### src/pkg/pag_pkg.sv
// program space address generation: shared constants and types
// assumes a 16-bit data space and a 24-bit program space
package pag_pkg;
    // ==========================================================
    // widths and field positions
    localparam int EA_W        = 16;
    localparam int PA_W        = 24;
    localparam int PAGE_W      = 8;
    localparam int DATA_W      = 16;
    localparam int EA_MSB      = 15;
    localparam int PAGE_CFG    = 7;
    localparam int WIN_EN_BIT  = 2;
    // ==========================================================
    // reset values
    localparam logic [7:0]  TABLE_PAGE_RST  = 8'h00;
    localparam logic [7:0]  REMAP_PAGE_RST  = 8'h00;
    localparam logic [15:0] CORE_CTRL_RST   = 16'h0000;
    localparam logic [23:0] PC_RST          = 24'h000000;
    // ==========================================================
    // timing: extra cycles for a read through the remap window
    localparam int REMAP_EXTRA_CYC = 1;
    // ==========================================================
    // register offsets (byte addresses on apb)
    localparam logic [11:0] TABLE_PAGE_OFS = 12'h000;
    localparam logic [11:0] REMAP_PAGE_OFS = 12'h004;
    localparam logic [11:0] CORE_CTRL_OFS  = 12'h008;
    localparam logic [11:0] STATUS_OFS     = 12'h00c;
    // implemented configuration area (byte address window, compared with bit 0 cleared)
    localparam logic [23:0] CFG_IMPL_LO    = 24'hff0000;
    localparam logic [23:0] CFG_IMPL_HI    = 24'hff0003;
    // ==========================================================
    typedef enum logic [2:0] {
        PAG_OP_NONE,
        PAG_OP_RD_LOW,
        PAG_OP_RD_HIGH,
        PAG_OP_WR_LOW,
        PAG_OP_WR_HIGH
    } pag_op_e;
    typedef enum {
        PAG_IDLE,
        PAG_REMAP_WAIT
    } pag_state_e;
endpackage : pag_pkg

### src/design/pag_addr.sv
// program address former: table, remap and fetch addresses
// assumes the caller registers the results
`timescale 1ns/10ps
module pag_addr (
    input  wire logic [7:0]  table_page,
    input  wire logic [7:0]  remap_page,
    input  wire logic [15:0] effective_address,
    input  wire logic [23:0] pc,
    output logic      [23:0] table_addr,
    output logic      [23:0] remap_addr,
    output logic      [23:0] fetch_addr
);
    always_comb begin
        table_addr = {table_page, effective_address}; // RULE_01 RULE_06
        // page bit 0 lands on address bit 15, ea bit 15 dropped
        remap_addr = {1'b0, remap_page[7:1], remap_page[0],
                      effective_address[14:1], 1'b0}; // RULE_03 RULE_04 RULE_05
        fetch_addr = {1'b0, pc[22:1], 1'b0}; // RULE_05
    end
endmodule : pag_addr

### src/design/pag_steer.sv
// read data steering for low and high table reads, word and byte mode
// assumes a 24-bit program word from memory
`timescale 1ns/10ps
module pag_steer (
    input  wire logic [23:0] prog_word,
    input  wire logic        high_op,
    input  wire logic        byte_mode,
    input  wire logic        byte_sel,
    output logic      [15:0] rdata
);
    always_comb begin
        rdata = 16'h0000;
        if (!high_op) begin
            if (!byte_mode) begin
                rdata = prog_word[15:0]; // RULE_07
            end else if (byte_sel) begin
                rdata = {8'h00, prog_word[15:8]}; // RULE_08
            end else begin
                rdata = {8'h00, prog_word[7:0]}; // RULE_08
            end
        end else begin
            if (!byte_mode) begin
                rdata = {8'h00, prog_word[23:16]}; // RULE_09 RULE_12
            end else if (byte_sel) begin
                rdata = 16'h0000; // RULE_10
            end else begin
                rdata = {8'h00, prog_word[23:16]}; // RULE_10 RULE_12
            end
        end
    end
endmodule : pag_steer

### src/design/pag_top.sv
// program space address generator: top level
// assumes one core clock, apb register access, program memory with
// one-cycle read data and a core that honours the stall output
//
// Behaviour
// RULE_01 - table address is table page above the 16-bit effective address
// RULE_02 - table page bit 7 selects configuration, else user memory
// RULE_03 - ea msb set remaps page and ea[14:0] into user memory
// RULE_04 - remap address bit 23 zero, bit 15 from page bit 0
// RULE_05 - fetch and remap addresses have bit 0 zero; fetch bit 23 zero
// RULE_06 - table accesses are byte addressed, no alignment needed
// RULE_07 - low word read in word mode returns program bits 15:0
// RULE_08 - low byte read returns upper or lower low-word byte by select
// RULE_09 - high word read returns bits 23:16, upper data byte zero
// RULE_10 - high byte read with select 1 returns zero
// RULE_11 - config reads only in implemented area; config writes blocked
// RULE_12 - upper program byte reachable only by high table ops
// RULE_13 - program counter steps by two per program word
// RULE_14 - remap accesses read only, low 16-bit word only
// RULE_15 - remap needs ea msb set and window enable bit set
// RULE_16 - remap data read stalls one extra cycle
// RULE_17 - remap suspended while a table op is in progress
// RULE_18 - other data accesses go to data memory untranslated
`timescale 1ns/10ps
module pag_top (
    input  wire logic        MCLK,
    input  wire logic        RESET_N,
    // apb
    input  wire logic        PSEL,
    input  wire logic        PENABLE,
    input  wire logic        PWRITE,
    input  wire logic [11:0] PADDR,
    input  wire logic [31:0] PWDATA,
    output logic      [31:0] PRDATA,
    output logic             PREADY,
    output logic             PSLVERR,
    // core side
    input  wire logic        FETCH_REQ,
    input  wire logic        PC_ADVANCE,
    input  wire logic        DATA_REQ,
    input  wire logic        DATA_WRITE,
    input  wire logic [15:0] EFFECTIVE_ADDRESS,
    input  wire logic [2:0]  TABLE_OP,
    input  wire logic        BYTE_MODE,
    input  wire logic [15:0] TABLE_WDATA,
    output logic      [15:0] CORE_RDATA,
    output logic             CORE_STALL,
    // program memory side
    output logic      [23:0] PROG_ADDR,
    output logic             PROG_RD,
    output logic             PROG_WR,
    output logic             PROG_CFG,
    output logic      [23:0] PROG_WDATA,
    output logic      [2:0]  PROG_WLANES,
    input  wire logic [23:0] PROG_RDATA,
    // data memory side
    output logic      [15:0] DMEM_ADDR,
    output logic             DMEM_RD,
    output logic             DMEM_WR
);
    // ==========================================================
    // registers
    logic [7:0]  table_page_reg_q, table_page_reg_d;
    logic [7:0]  remap_page_reg_q, remap_page_reg_d;
    logic [15:0] core_control_reg_q, core_control_reg_d;
    logic [23:0] pc_q, pc_d;
    logic [31:0] prdata_q, prdata_d;
    logic        pready_q, pready_d;
    logic        pslverr_q, pslverr_d;
    logic        cfg_blocked_q, cfg_blocked_d;
    logic        apb_wr;
    logic        program_window_enable;
    assign apb_wr = PSEL && PENABLE && pready_q && PWRITE;
    assign program_window_enable =
        core_control_reg_q[pag_pkg::WIN_EN_BIT];
    // ==========================================================
    // apb slave: one wait state (answer on second access edge)
    always_comb begin
        table_page_reg_d   = table_page_reg_q;
        remap_page_reg_d   = remap_page_reg_q;
        core_control_reg_d = core_control_reg_q;
        prdata_d           = prdata_q;
        pready_d           = 1'b0;
        pslverr_d          = 1'b0;
        if (PSEL && PENABLE) begin
            pready_d = !pready_q;
            prdata_d = 32'h0000_0000;
            case (PADDR)
                pag_pkg::TABLE_PAGE_OFS: begin
                    if (apb_wr) table_page_reg_d = PWDATA[7:0];
                    prdata_d[7:0] = table_page_reg_q;
                end
                pag_pkg::REMAP_PAGE_OFS: begin
                    if (apb_wr) remap_page_reg_d = PWDATA[7:0];
                    prdata_d[7:0] = remap_page_reg_q;
                end
                pag_pkg::CORE_CTRL_OFS: begin
                    if (apb_wr) core_control_reg_d = PWDATA[15:0];
                    prdata_d[15:0] = core_control_reg_q;
                end
                pag_pkg::STATUS_OFS: begin
                    prdata_d = {7'h00, cfg_blocked_q, pc_q};
                end
                default: begin
                    pslverr_d = !pready_q;
                end
            endcase
            if (pready_q) prdata_d = prdata_q;
        end
    end
    always_ff @(posedge MCLK or negedge RESET_N) begin
        if (!RESET_N) begin
            table_page_reg_q   <= pag_pkg::TABLE_PAGE_RST;
            remap_page_reg_q   <= pag_pkg::REMAP_PAGE_RST;
            core_control_reg_q <= pag_pkg::CORE_CTRL_RST;
            prdata_q           <= 32'h0000_0000;
            pready_q           <= 1'b0;
            pslverr_q          <= 1'b0;
        end else begin
            table_page_reg_q   <= table_page_reg_d;
            remap_page_reg_q   <= remap_page_reg_d;
            core_control_reg_q <= core_control_reg_d;
            prdata_q           <= prdata_d;
            pready_q           <= pready_d;
            pslverr_q          <= pslverr_d;
        end
    end
    // ==========================================================
    // address formation and steering
    logic [23:0] table_addr, remap_addr, fetch_addr;
    logic [15:0] steer_data;
    logic        rd_high_q, rd_high_d;
    logic        byte_sel_q, byte_sel_d;
    logic        byte_mode_q, byte_mode_d;
    pag_addr u_addr (
        .table_page        (table_page_reg_q),
        .remap_page        (remap_page_reg_q),
        .effective_address (EFFECTIVE_ADDRESS),
        .pc                (pc_q),
        .table_addr        (table_addr),
        .remap_addr        (remap_addr),
        .fetch_addr        (fetch_addr)
    );
    pag_steer u_steer (
        .prog_word (PROG_RDATA),
        .high_op   (rd_high_q),
        .byte_mode (byte_mode_q),
        .byte_sel  (byte_sel_q),
        .rdata     (steer_data)
    );
    // ==========================================================
    // access control
    pag_pkg::pag_op_e  op;
    pag_pkg::pag_state_e state_q, state_d;
    logic        table_busy, is_write, is_cfg, cfg_impl, remap_hit;
    logic [23:0] prog_addr_d, prog_wdata_d;
    logic        prog_rd_d, prog_wr_d, prog_cfg_d, stall_d;
    logic [2:0]  prog_wlanes_d;
    logic [15:0] dmem_addr_d;
    logic        dmem_rd_d, dmem_wr_d;
    logic        remap_rd_q, remap_rd_d;
    logic        tbl_rd_q, tbl_rd_d;
    logic [15:0] core_rdata_q, core_rdata_d;
    assign op = pag_pkg::pag_op_e'(TABLE_OP);
    assign table_busy = (op != pag_pkg::PAG_OP_NONE);
    assign is_write = (op == pag_pkg::PAG_OP_WR_LOW) ||
                      (op == pag_pkg::PAG_OP_WR_HIGH);
    assign is_cfg = table_page_reg_q[pag_pkg::PAGE_CFG]; // RULE_02
    assign cfg_impl = ({table_addr[23:1], 1'b0} >= pag_pkg::CFG_IMPL_LO) &&
                      ({table_addr[23:1], 1'b0} <= pag_pkg::CFG_IMPL_HI);
    assign remap_hit = DATA_REQ && !DATA_WRITE && !table_busy &&
                       program_window_enable &&
                       EFFECTIVE_ADDRESS[pag_pkg::EA_MSB]; // RULE_15 RULE_17 RULE_14
    always_comb begin
        prog_addr_d   = fetch_addr;
        prog_rd_d     = 1'b0;
        prog_wr_d     = 1'b0;
        prog_cfg_d    = 1'b0;
        prog_wdata_d  = 24'h000000;
        prog_wlanes_d = 3'b000;
        dmem_addr_d   = EFFECTIVE_ADDRESS;
        dmem_rd_d     = 1'b0;
        dmem_wr_d     = 1'b0;
        cfg_blocked_d = cfg_blocked_q;
        rd_high_d     = rd_high_q;
        byte_sel_d    = byte_sel_q;
        byte_mode_d   = byte_mode_q;
        remap_rd_d    = 1'b0;
        tbl_rd_d      = 1'b0;
        stall_d       = 1'b0;
        state_d       = state_q;
        pc_d          = pc_q;
        if (PC_ADVANCE) pc_d = pc_q + 24'h000002; // RULE_13
        case (state_q)
            pag_pkg::PAG_IDLE: begin
                if (table_busy) begin
                    prog_addr_d = table_addr; // RULE_01 RULE_06
                    prog_cfg_d  = is_cfg; // RULE_02
                    byte_sel_d  = EFFECTIVE_ADDRESS[0];
                    byte_mode_d = BYTE_MODE;
                    rd_high_d   = (op == pag_pkg::PAG_OP_RD_HIGH);
                    if (is_write) begin
                        if (is_cfg) begin
                            cfg_blocked_d = 1'b1; // RULE_11
                        end else begin
                            prog_wr_d = 1'b1;
                            if (op == pag_pkg::PAG_OP_WR_HIGH) begin
                                prog_wdata_d  = {TABLE_WDATA[7:0], 16'h0000}; // RULE_12
                                prog_wlanes_d = 3'b100;
                            end else if (BYTE_MODE) begin
                                prog_wdata_d  = {8'h00, TABLE_WDATA[7:0],
                                                 TABLE_WDATA[7:0]};
                                prog_wlanes_d = EFFECTIVE_ADDRESS[0] ?
                                                3'b010 : 3'b001;
                            end else begin
                                prog_wdata_d  = {8'h00, TABLE_WDATA};
                                prog_wlanes_d = 3'b011;
                            end
                        end
                    end else if (!is_cfg || cfg_impl) begin // RULE_11
                        prog_rd_d = 1'b1;
                        tbl_rd_d  = 1'b1;
                    end
                end else if (remap_hit) begin
                    prog_addr_d = remap_addr; // RULE_03 RULE_04
                    prog_rd_d   = 1'b1;
                    remap_rd_d  = 1'b1;
                    stall_d     = 1'b1; // RULE_16
                    state_d     = pag_pkg::PAG_REMAP_WAIT;
                end else if (DATA_REQ) begin
                    dmem_rd_d = !DATA_WRITE; // RULE_18
                    dmem_wr_d = DATA_WRITE; // RULE_18
                end else if (FETCH_REQ) begin
                    prog_rd_d = 1'b1; // RULE_05
                end
            end
            pag_pkg::PAG_REMAP_WAIT: begin
                state_d = pag_pkg::PAG_IDLE;
            end
            default: state_d = pag_pkg::PAG_IDLE;
        endcase
        core_rdata_d = core_rdata_q;
        if (remap_rd_q) core_rdata_d = PROG_RDATA[15:0]; // RULE_14
        if (tbl_rd_q)   core_rdata_d = steer_data;
    end
    always_ff @(posedge MCLK or negedge RESET_N) begin
        if (!RESET_N) begin
            state_q       <= pag_pkg::PAG_IDLE;
            pc_q          <= pag_pkg::PC_RST;
            PROG_ADDR     <= 24'h000000;
            PROG_RD       <= 1'b0;
            PROG_WR       <= 1'b0;
            PROG_CFG      <= 1'b0;
            PROG_WDATA    <= 24'h000000;
            PROG_WLANES   <= 3'b000;
            DMEM_ADDR     <= 16'h0000;
            DMEM_RD       <= 1'b0;
            DMEM_WR       <= 1'b0;
            CORE_STALL    <= 1'b0;
            cfg_blocked_q <= 1'b0;
            rd_high_q     <= 1'b0;
            byte_sel_q    <= 1'b0;
            byte_mode_q   <= 1'b0;
            remap_rd_q    <= 1'b0;
            tbl_rd_q      <= 1'b0;
            core_rdata_q  <= 16'h0000;
        end else begin
            state_q       <= state_d;
            pc_q          <= pc_d;
            PROG_ADDR     <= prog_addr_d;
            PROG_RD       <= prog_rd_d;
            PROG_WR       <= prog_wr_d;
            PROG_CFG      <= prog_cfg_d;
            PROG_WDATA    <= prog_wdata_d;
            PROG_WLANES   <= prog_wlanes_d;
            DMEM_ADDR     <= dmem_addr_d;
            DMEM_RD       <= dmem_rd_d;
            DMEM_WR       <= dmem_wr_d;
            CORE_STALL    <= stall_d;
            cfg_blocked_q <= cfg_blocked_d;
            rd_high_q     <= rd_high_d;
            byte_sel_q    <= byte_sel_d;
            byte_mode_q   <= byte_mode_d;
            remap_rd_q    <= remap_rd_d;
            tbl_rd_q      <= tbl_rd_d;
            core_rdata_q  <= core_rdata_d;
        end
    end
    assign PRDATA     = prdata_q;
    assign PREADY     = pready_q;
    assign PSLVERR    = pslverr_q;
    assign CORE_RDATA = core_rdata_q;
endmodule : pag_top

### config.mk
export PLATFORM = sky130hd
export DESIGN_NAME = pag_top
export DESIGN_NICKNAME = d
export VERILOG_FILES = /design/src/pkg/pag_pkg.sv /design/src/design/pag_addr.sv /design/src/design/pag_steer.sv /design/src/design/pag_top.sv
export SDC_FILE = /design/constraint.sdc
export NUM_CORES = 1
export LEC_CHECK = 0
export BUFFER_PORTS_ARGS = -buffer_cell sky130_fd_sc_hd__buf_2
export CORE_MARGIN = 2
export CORE_UTILIZATION = 45
export CTS_BUF_LIST = sky130_fd_sc_hd__clkbuf_8
export DETAILED_ROUTE_END_ITERATION = 16
export PLACE_DENSITY_LB_ADDON = 0.25
export SYNTH_ARGS = -nofsm -noshare
export SYNTH_HDL_FRONTEND = slang
export SYNTH_SLANG_ARGS = --single-unit
### constraint.sdc
create_clock -name MCLK -period 3.35 [get_ports MCLK]
set_input_delay 0.335 -clock MCLK [delete_from_list [all_inputs] [get_ports MCLK]]
set_output_delay 0.335 -clock MCLK [all_outputs]
set_load 0.1 [all_outputs]
* Word-level counts from Yosys, hierarchy flattened
Cells that the tools add are included.
Storage, ports and cells: output and inout bits 123, word-level logic and storage cells 120, input bits 113, register bits 216
Cells by class: multiplexer cells 58, magnitude comparators 2, bitwise logic cells 1, add/sub/neg operators 1, equal/unequal tests 8, reduce and logical (&&, ||, !) cells 26
Operators with widths (count):
- $mux 24 | 7
- $mux 16 | 6
- $mux 32 | 3
- $logic_not 32->1 | 1
- $pmux 8 s4 | 1
- $mux 1 | 29
- $add 24x2->24 const B | 1
- $eq 12x4->1 const B | 2
- $ge 24x24->1 const B | 1
- $le 24x24->1 const B | 1
- $mux 23 | 1
- $mux 8 | 2
- $pmux 8 s2 | 1
- $mux 3 | 5
- $eq 12x3->1 const B | 1
- $logic_not 12->1 | 1
- $mux 9 | 1
- $reduce_and 3->1 | 3
- $logic_and 1x1->1 | 8
- $eq 3x2->1 const B | 2
- $reduce_and 2->1 | 3
- $logic_not 1->1 | 4
- $mux 2 | 2
- $ne 2x2->1 const B | 2
- 7 further kinds | 8

* Depth between registers and ports, before layout
Gate-level depths: netlist of the first run.
word-level depth 8, depth in mapped cells 6, gate-level depth less buffers 5

* Hierarchy
From an unflattened synthesis of the first run, not the netlist that was laid out.
Unflattened totals: cells, all modules 707, area total of the unflattened synthesis 8062.7 um^2
Modules (own cells, without submodules):
- pag_top | cells each 595, area each 7181.9 um^2, sequential area each 4429.2 um^2, times used 1
- pag_addr | cells each 73, area each 544.3 um^2, sequential area each 0.0 um^2, times used 1
- pag_steer | cells each 39, area each 336.6 um^2, sequential area each 0.0 um^2, times used 1

* Worst setup path after synthesis of the first run
OpenSTA, ideal clock, no wires.
path kind flip-flop to flip-flop, from register pready_q (netlist: PREADY), to register prdata_q[15] (netlist: PRDATA[15]), path slack 1034 ps, data arrival time 2190 ps, data required time 3224 ps, setup time 126 ps, period minus slack after synthesis 2316 ps, stages on the path, launching flop included 7, path buffers 1, cell sequence dfrtp_1 -> nand3b_2 -> clkinv_1 -> nand4_1 -> nor2_2 -> buf_4 -> a221o_1
On the way: cells in the longest elaborated chain, start to end 2
RTL lines:
- start, declared | RTL line pag_top.sv:68 | logic pready_q, pready_d;
- start signal, assigned | RTL line pag_top.sv:124 | pready_q <= pready_d;
- $not 1->1 (no line)
- $reduce_and 2->1 (no line)
- end signal, assigned | RTL line pag_top.sv:123 | prdata_q <= prdata_d;
- end, declared | RTL line pag_top.sv:67 | logic [31:0] prdata_q, prdata_d;
No other way between the ends. A chain may end at the register's enable or synchronous reset.

* Worst setup path in the final report of the first run
from register pready_q (netlist: PREADY), to register prdata_q[10] (netlist: PRDATA[10])
The elaborated chain is that of the path after synthesis.

==> flow_summary_export.csv, run 1 <==
group,metric,value,unit
run_status,outcome,"finished clean",
clocking,cts_buffer_depth,2,
timing,rsz0062_at_grt,"false",
clocking,cts_root_buffer,"clkbuf_8",
route,dr.pass1.iters,4,
yosys,post_synth.cell_area_avg,12.55,um2
route,viasPerCell,5.218,
die,std_cell_rows,46,
grt,grt_pass1_wl,28.23,mm
placed_design,io_buffers,212,
final_layout,num_antenna_cells,0,
final_layout,layout_common_cells,"buf_2, dfrtp_1, nand2_1",
timing,hold_ws,0.04220,ns
timing,finalSetupTns,0,ns
yosys,ys_warn_count,0,
final_layout,n_fill_cell,1377,
yosys,netlist_instances,575,
die,die-height,130.6,um
timing,fmaxAchievable,429.1,MHz
timing,finalHoldViolations,0,
timing,finalCriticalPeriod,2.330,ns
die,num_io_pins,236,
placed_design,place_congestion,0.8532,
placed_design,placedCellCount,985,
grt,grt_util_all_layers,21.86,%
clocking,clk_pin_slew,0.08,ns
die,core_area,0.01577,mm2
clocking,cts_tree,"built",
yosys,ys_types,46,
worst_setup_path,critical_path_class,"register to register",
die,die_area,0.01706,mm2
die,initial_core_util,45.76,%
job,drv_cap,0,
route,route.detailed.drc,0,
yosys,netlist_area,0.007216,mm2
final_layout,fin_cells,1030,
timing,worst_pin_slew,0.9504,ns
clocking,post_cts_buffers,0,
worst_setup_path,crit_required,3.74,ns
yosys,seq_area_frac_synth,61.04,%
worst_setup_path,crit_fanout,17,
final_layout,area_growth,26.29,%
grt,grt_pass1_vias,5530,
worst_setup_path,arrival,2.72,ns
worst_setup_path,end_kind,"register",
timing,slew_violations,0,
pwr,power.density,557.1,mW/mm2
yosys,ys_ff_latch,176,
route,wl,18.48,mm
clocking,clkLatencyLatePin,0.46,ns
timing,clock_skew,0.01203,ns
clocking,cts_resized,0,
grt,grt_max_degree,79,
worst_setup_path,critPathLaunchType,"register",
final_layout,layout-drive-gt1-share,38.82,%
placed_design,hpwl,13.54,mm
yosys,ys.flop_type,"dfrtp_1",
final_layout,nNetsFinal,915,
final_layout,final_common_cell,"buf_2",
route,num_vias,5375,
yosys,ys_async_sr_fraction,100.0,%
yosys,synth_edf_count,0,
worst_hold_path,hold_path_class,"input port to register",
worst_setup_path,reg2reg_slack,1.02,ns
pwr,ir_drop,382.1,uV
timing,finalCritPeriodShare,69.56,%
pwr,power_leakage,4.624,nW
die,fp.dieW,130.6,um
route,drt_iter0_markers,305,
grt,grt_overflow,0,
route,ant_nets,0,
clocking,cts.sinks,176,
route,wire_per_inst,17.94,um
timing,setup_viol,0,
grt,antenna_found_initial,1,
timing,slew_headroom,36.15,%
clocking,cts_buffers,17,
clocking,htreeDepth,4,
critical path, stage by stage, from the launching register on:
cell,delay [ns]
dfrtp_1,0.39
nand3b_2,0.21
clkinv_1,0.17
nand4_1,0.40
nor2_2,0.81
a221o_1,0.28
routing by layer:
metal,vias to the layer above,track usage (%),wire length [um]
met1,2652,26.85,7662
li1,2492,-,-
met4,2,7.322,254
met3,23,6.474,1390
met5,-,0,11
met2,206,37.22,9160
stage by stage:
step	total power (W)	instance area [um2]	worst slack (ns)	utilization, %
CTS	0.005129	9112	1.002	57.78
finish	0.005077	9112	1.020	57.78
detailed placement	0.003346	8489	0.9061	53.83
floorplan	0.003056	7238	1.034	-
global placement	0.003325	8489	1.028	53.83
global route	0.005286	9112	0.8578	57.78
kinds of logic (layout without fill, tap and decap cells):
group	after synthesis	count (layout)	share of synthesized area (%)
simple gates	181	181	13.66
flops	176	176	61.04
compound gates	79	79	7.561
mux	72	72	12.03
buf+inv	43	276	2.809
xor+xnor	22	22	2.670
fa+ha+maj	1	1	0.1734
other cells	1	7	0.05197
flip-flops by register name, indices dropped and copies added (netlist names), 3 cells and up:
signal              count
PRDATA                 25
PROG_ADDR              24
PROG_WDATA             24
pc_q                   23
CORE_RDATA             16
DMEM_ADDR              16
core_control_reg_q     16
remap_page_reg_q        8
table_page_reg_q        8
PROG_WLANES             3
final cells by class:
class	instances	area [um2]	area share, %
clock inverter	13	231.5	2.540
tap	216	270.3	2.966
timing repair buffer	232	1262	13.85
multi-input combinational	362	2638	28.94
clock buffer	19	261.5	2.870
inverter	12	45.04	0.4943
sequential	176	4404	48.33
cells in the mapped netlist (3+ instances only):
library cell,number,area (um2)
a21oi_1,24,120.1
a221o_1,8,80.08
a22o_1,9,78.83
and2_1,17,106.4
and3_1,12,75.07
and4_1,4,35.03
buf_2,3,15.01
buf_4,10,75.07
clkbuf_1,18,67.56
dfrtp_1,176,4404
inv_1,11,41.29
mux2_2,48,540.5
mux2i_1,17,170.2
mux4_2,7,157.7
nand2_1,56,210.2
nand3_1,8,40.04
nand4_1,19,118.9
nor2_1,20,75.07
nor2b_1,9,56.30
nor3_1,9,45.04
nor4_1,6,37.54
nor4b_1,3,26.28
o21ai_0,17,85.08
o22a_1,8,70.07
o2bb2ai_1,8,70.07
or3_1,3,18.77
xnor2_1,14,122.6
xor2_1,8,70.07
worst paths after layout:
| path | start | end | depth (start not counted) |
|---|---|---|---|
| setup / recovery | PREADY | PRDATA[10] | 5 |
| hold / removal | EFFECTIVE_ADDRESS[0] | DMEM_ADDR[0] | 1 |
| setup reg to reg | PREADY | PRDATA[10] | 5 |
| hold reg to reg | PRDATA[3] | PRDATA[3] | 2 |
| max in group asynchronous | RESET_N | PRDATA[19] | 3 |
| min in group asynchronous | RESET_N | CORE_RDATA[2] | 2 |
timing repair:
action,4_1_cts,5_1_grt
hold endpoints to repair,75,0
hold buffers,13,0
endpoints found under the setup margin,0,0
power breakdown:
group	switching (W)	internal (W)	total [W]
clock	0.000764	0.00101	0.00177
sequential	0.000133	0.00223	0.00236
combinational	0.000734	0.000213	0.000947
Power figures use the tool's default switching activity.
==> run 2: changes to the inputs <==
==> constraint.sdc (replaced) <==
create_clock -name MCLK -period 2 [get_ports MCLK]
set_input_delay 0.2 -clock MCLK [delete_from_list [all_inputs] [get_ports MCLK]]
set_output_delay 0.2 -clock MCLK [all_outputs]
set_load 0.1 [all_outputs]
==> run 2 against run 1 <==
  * Final cell count grew 6.1%
  * Cell area grew 5.4%
  * Combinational power grew 91%
  * Global-route usage grew 1.4 points
  * Fmax grew 26%
  * Largest power group unchanged
  * Highest routed layer is now met4
==> flow_summary_export.csv, run 2 (same netlist as run 1, synthesis figures left out) <==
group,metric,value,unit
route,route.detailed.drc,0,
timing,finalCriticalPeriod,1.851,ns
die,core_area,0.01577,mm2
final_layout,nNetsFinal,978,
die,num_io_pins,236,
clocking,cts.sinks,176,
grt,grt_pass1_wl,30.02,mm
final_layout,largest_reg_flops,25,
timing,fmaxAchievable,540.3,MHz
worst_setup_path,critical_path_class,"register to register",
clocking,post_cts_buffers,0,
timing,finalCritPeriodShare,92.54,%
final_layout,final_common_cell,"buf_2",
worst_setup_path,crit_required,2.33,ns
route,dr.pass1.iters,5,
worst_setup_path,arrival,2.19,ns
placed_design,hpwl,14.06,mm
worst_setup_path,cp_cell_sequence,"ha_1, nand4_1, nor4_2, buf_4, nand4_1, xnor2_1",
placed_design,io_buffers,212,
grt,grt_max_degree,48,
die,initial_core_util,45.76,%
grt,grt_util_all_layers,23.26,%
die,die_area,0.01706,mm2
route,ant_nets,0,
worst_setup_path,r2r_cells,6,
route,drt_iter0_markers,294,
final_layout,area_growth,33.08,%
final_layout,layout_common_cells,"buf_2, dfrtp_1, dlygate4sd3_1",
clocking,htreeDepth,4,
final_layout,final_area,0.009603,mm2
die,die-height,130.6,um
timing,finalHoldViolations,0,
route,wire_per_inst,17.87,um
worst_setup_path,slowest_delay,0.50,ns
placed_design,placed_cell_area,0.008646,mm2
timing,slew_violations,0,
route,wl,19.54,mm
clocking,clkLatencyLatePin,0.46,ns
pwr,ir_drop,605.6,uV
worst_setup_path,reg2reg_slack,0.15,ns
route,num_vias,5752,
clocking,cts_buffer_depth,2,
grt,antenna_found_initial,0,
worst_setup_path,crit_fanout,6,
timing,slew_headroom,28.79,%
timing,rsz0062_at_grt,"false",
grt,grt_pass1_vias,5800,
pwr,power.density,829.9,mW/mm2
die,fp.dieW,130.6,um
final_layout,layout-drive-gt1-share,38.20,%
clocking,cts_root_buffer,"clkbuf_8",
clocking,clk_pin_slew,0.10,ns
clocking,cts_buffers,17,
pwr,power_leakage,4.852,nW
final_layout,n_fill_cell,1312,
clocking,cts_tree,"built",
worst_setup_path,crit_top_cell,"nand4_1",
worst_setup_path,slowest_stage,"dfrtp_1",
timing,hold_ws,0.04935,ns
timing,worst_pin_slew,1.064,ns
worst_hold_path,min_path_cells,2,
placed_design,pre_cts_slack,0.1039,ns
worst_setup_path,end_kind,"register",
route,viasPerCell,5.263,
timing,finalSetupTns,0,ns
worst_setup_path,critPathLaunchType,"register",
timing,clock_skew,0.01316,ns
worst_hold_path,hold_path_class,"input port to register",
final_layout,num_antenna_cells,0,
run_status,outcome,"finished clean",
timing,setup_viol,0,
grt,grt_overflow,0,
job,drv_cap,0,
die,std_cell_rows,46,
timing,setup_ws,0.1493,ns
placed_design,place_congestion,0.8507,
run 2: cell types whose count changed in the layout (fill, tap and decap cells not counted), sizes merged:
| cell | previous run | this run |
|---|---|---|
| clkbuf | 19 | 17 |
| dlygate4sd3 | 13 | 59 |
| inv | 13 | 19 |
| clkinv | 4 | 6 |
| buf | 219 | 236 |
| bufinv | 6 | 0 |
run 2: worst paths after layout:
path,startpoint,to
min in group asynchronous,RESET_N,CORE_RDATA[0]
hold reg to reg,PRDATA[2],PRDATA[2]
setup / recovery,pc_q[2],pc_q[21]
setup reg to reg,pc_q[2],pc_q[21]
max in group asynchronous,RESET_N,PROG_ADDR[10]
hold / removal,DATA_REQ,state_q[0]
run 2: metal layers:
metal / vias to the layer above / wire [um] / global-route usage (%)
met1: 2856 / 7965 / 28.49
met4: 0 / 376 / 8.636
met5: - / 0 / 0
li1: 2614 / - / -
met2: 254 / 9688 / 39.89
met3: 28 / 1506 / 6.026
run 2: timing repair:
item	4_1_cts	5_1_grt
gates resized for setup	0	1
hold buffers	59	0
endpoints found under the setup margin	0	2
endpoints found under the hold margin	140	0
run 2: report_power, final:
| part | total (W) | switching [W] | internal [W] | leakage [nW] |
|---|---|---|---|---|
| clock | 0.00228 | 0.00138 | 0.000899 | 0.182 |
| sequential | 0.00389 | 0.000156 | 0.00373 | 2.32 |
| combinational | 0.00181 | 0.00134 | 0.000466 | 2.35 |
run 2: layout make-up:
cell class	count	area [um2]	area share (%)
flip-flops and latches	176	4408	45.90
multi-input cells	362	2644	27.53
repair buffers	295	1876	19.53
well taps	216	270.3	2.814
clock buffers	17	234.0	2.436
clock inverters	15	126.4	1.316
inverters	12	45.04	0.4691
run 2: per-stage QoR:
| step | total power, W | cells | utilization (%) |
|---|---|---|---|
| floorplan | 0.005120 | 581 | - |
| global placement | 0.005631 | 1002 | 54.82 |
| detailed placement | 0.005670 | 1002 | 54.82 |
| CTS | 0.008039 | 1093 | 60.85 |
| global route | 0.008309 | 1093 | 60.89 |
| finish | 0.007970 | 1093 | 60.89 |
run 2: worst max-delay path, delay by kind of cell (launching register included):
family                     cells  cell delay, ns
xor gates and xnor gates       1            0.15
and+or+nand+nor                3            0.66
buffers and inverters          1            0.19
DFF                            1            0.50
adders and majority gates      1            0.23
==> run 3: changes to the inputs <==
--- a/config.mk
+++ b/config.mk
@@ -6,8 +6,10 @@
 export NUM_CORES = 1
 export LEC_CHECK = 0
 export BUFFER_PORTS_ARGS = -buffer_cell sky130_fd_sc_hd__buf_2
+export CELL_PAD_IN_SITES_DETAIL_PLACEMENT = 2
+export CELL_PAD_IN_SITES_GLOBAL_PLACEMENT = 2
 export CORE_MARGIN = 2
-export CORE_UTILIZATION = 45
+export CORE_UTILIZATION = 30
 export CTS_BUF_LIST = sky130_fd_sc_hd__clkbuf_8
 export DETAILED_ROUTE_END_ITERATION = 16
 export PLACE_DENSITY_LB_ADDON = 0.25
==> run 3 against run 2 <==
  * Sequential power grew 1%
  * Count of clock-buffer cells in the layout grew 2
  * Clock skew up 0.0013 ns
  * Utilization decreased by 19 points
  * Register-to-register slack better by 0.09 ns
  * Die area grew 48%
  * Critical path depth grew 1
  * Combinational power decreased by 2%
  * Global-route usage is 3.3 points lower
  * Fmax shrank 1.9%
  * Sequential share of layout area down 0.99 points
  * Setup slack lost 0.035 ns
==> flow_summary_export.csv, run 3 (same netlist as run 1, synthesis figures left out) <==
group,metric,value,unit
run_status,outcome,"finished clean",
pwr,combPwrFrac,20.9,%
route,viasPerCell,4.774,
timing,slew_headroom,57.49,%
worst_setup_path,crit_required,2.39,ns
timing,clock_skew,0.01444,ns
pwr,power_leakage,4.892,nW
die,fp.dieW,159.1,um
worst_setup_path,critPathLaunchType,"input port",
timing,fmaxAchievable,530.2,MHz
grt,grt_max_degree,64,
grt,grt_pass1_wl,39.28,mm
timing,finalSetupTns,0,ns
route,wire_per_inst,20.47,um
clocking,post_cts_buffers,0,
timing,slew_violations,0,
final_layout,final_common_cell,"buf_2",
clocking,cts_root_buffer,"clkbuf_8",
pwr,sw_frac_of_total,34.79,%
final_layout,largest_reg_flops,25,
route,dr.pass1.iters,4,
timing,rsz0062_at_grt,"false",
grt,grt_util_all_layers,19.94,%
clocking,htreeDepth,4,
final_layout,fin_cells,1197,
pwr,power.density,862.3,mW/mm2
grt,antenna_found_initial,0,
die,die-height,159.1,um
final_layout,layout_common_cells,"buf_2, dfrtp_1, dlygate4sd3_1",
clocking,cts_buffer_depth,2,
placed_design,io_buffers,212,
die,initial_core_util,30.65,%
die,core_area,0.02354,mm2
job,drv_cap,0,
placed_design,hpwl,17.32,mm
die,std_cell_rows,56,
die,num_io_pins,236,
pwr,p_clk_share,32.6,%
worst_hold_path,hold_path_class,"input port to register",
route,route.detailed.drc,0,
final_layout,nNetsFinal,979,
grt,grt_overflow,0,
timing,worst_pin_slew,0.6328,ns
timing,setup_viol,0,
clocking,cts_buffers,17,
clocking,cts_tree,"built",
worst_setup_path,crit_fanout,3,
route,drt_iter0_markers,148,
final_layout,n_fill_cell,2499,
worst_setup_path,end_kind,"register",
route,num_vias,5714,
grt,grt_pass1_vias,6744,
timing,finalCritPeriodShare,94.31,%
placed_design,place_congestion,0.7614,
pwr,ir_drop,353.0,uV
worst_setup_path,arrival,2.28,ns
worst_setup_path,critical_path_class,"input port to register",
pwr,power.share.sequential,46.4,%
route,ant_nets,0,
pwr,intPower,0.005522,W
final_layout,area_growth,36.10,%
pwr,p_sw,0.002946,W
timing,finalCriticalPeriod,1.886,ns
timing,finalHoldViolations,0,
final_layout,layout-drive-gt1-share,38.27,%
route,wl,24.51,mm
clocking,cts.sinks,176,
die,die_area,0.02531,mm2
clocking,clkLatencyLatePin,0.47,ns
final_layout,num_antenna_cells,0,
clocking,clk_pin_slew,0.10,ns
placed_design,placedCellCount,1104,
==> run 3: cell types whose count changed in the layout (fill, tap and decap cells not counted), sizes merged <==
cell and change:
dlygate4sd3 +2, clkbuf +2, buf -1, clkinvlp -2, inv -3, bufinv +3
==> run 3: worst max-delay path: stages <==
cell and delay, ns:
dlygate4sd3_1 0.55, buf_2 0.14, nor4_1 0.51, buf_4 0.21, nand4_1 0.12, nor4b_1 0.32, o31a_1 0.23
==> run 3: final timing paths <==
check,from,to,slack (ns),cells past startpoint
max,EFFECTIVE_ADDRESS[12],PROG_RD,0.11,7
min,DATA_REQ,DMEM_RD,0.05,2
max reg2reg,pc_q[12],pc_q[21],0.24,5
min reg2reg,pc_q[23],pc_q[23],0.49,1
max in group asynchronous,RESET_N,PROG_ADDR[0],1.00,3
min in group asynchronous,RESET_N,DMEM_ADDR[0],0.23,2
==> run 3: cell type report <==
type                       count  area, um2  area share (%)
multi-input combinational    362       2641           26.90
sequential                   176       4410           44.91
tap                          319      399.1           4.064
timing repair buffer         296       1888           19.23
clock inverter                13      175.2           1.784
inverter                      12      45.04          0.4587
clock buffer                  19      261.5           2.663
==> run 3: repair_timing <==
item                                    in CTS  in global routing
gates resized for setup                      0                  2
endpoints found under the setup margin       0                  1
hold buffers                                61                  0
hold endpoints to repair                   134                  0
==> run 3: metrics by stage <==
stage	util [%]	instance area, um2	hold slack (ns)	power (W)	setup WS (ns)
after floorplan	-	7242	-0.09559	0.005120	0.007599
after global placement	37.26	8771	0.1462	0.005640	0.1600
after detailed placement	37.26	8771	0.1508	0.005682	0.08840
after CTS	41.70	9818	0.01334	0.008566	0.09945
after global routing	41.71	9821	0.02160	0.008853	0.03381
final	41.71	9821	0.05386	0.008468	0.1139
==> run 3: power by group through the flow <==
stage	Combinational, W	Clock, W	Sequential, W
floorplan	0.000404	0	0.00472
global placement	0.00164	0	0.00400
detailed placement	0.00168	0	0.00400
CTS	0.00178	0.00285	0.00393
global route	0.00188	0.00300	0.00397
finish	0.00177	0.00276	0.00393
==> run 3: layer usage <==
metal	routed length, um	share of wire (%)	up-vias	GRT usage [%]
met5	0	0	-	0
met1	9854	40	2933	22.99
met2	13260	54	162	37.29
met3	1131	4.6	16	4.897
li1	-	-	2603	-
met4	259	1.1	0	4.339
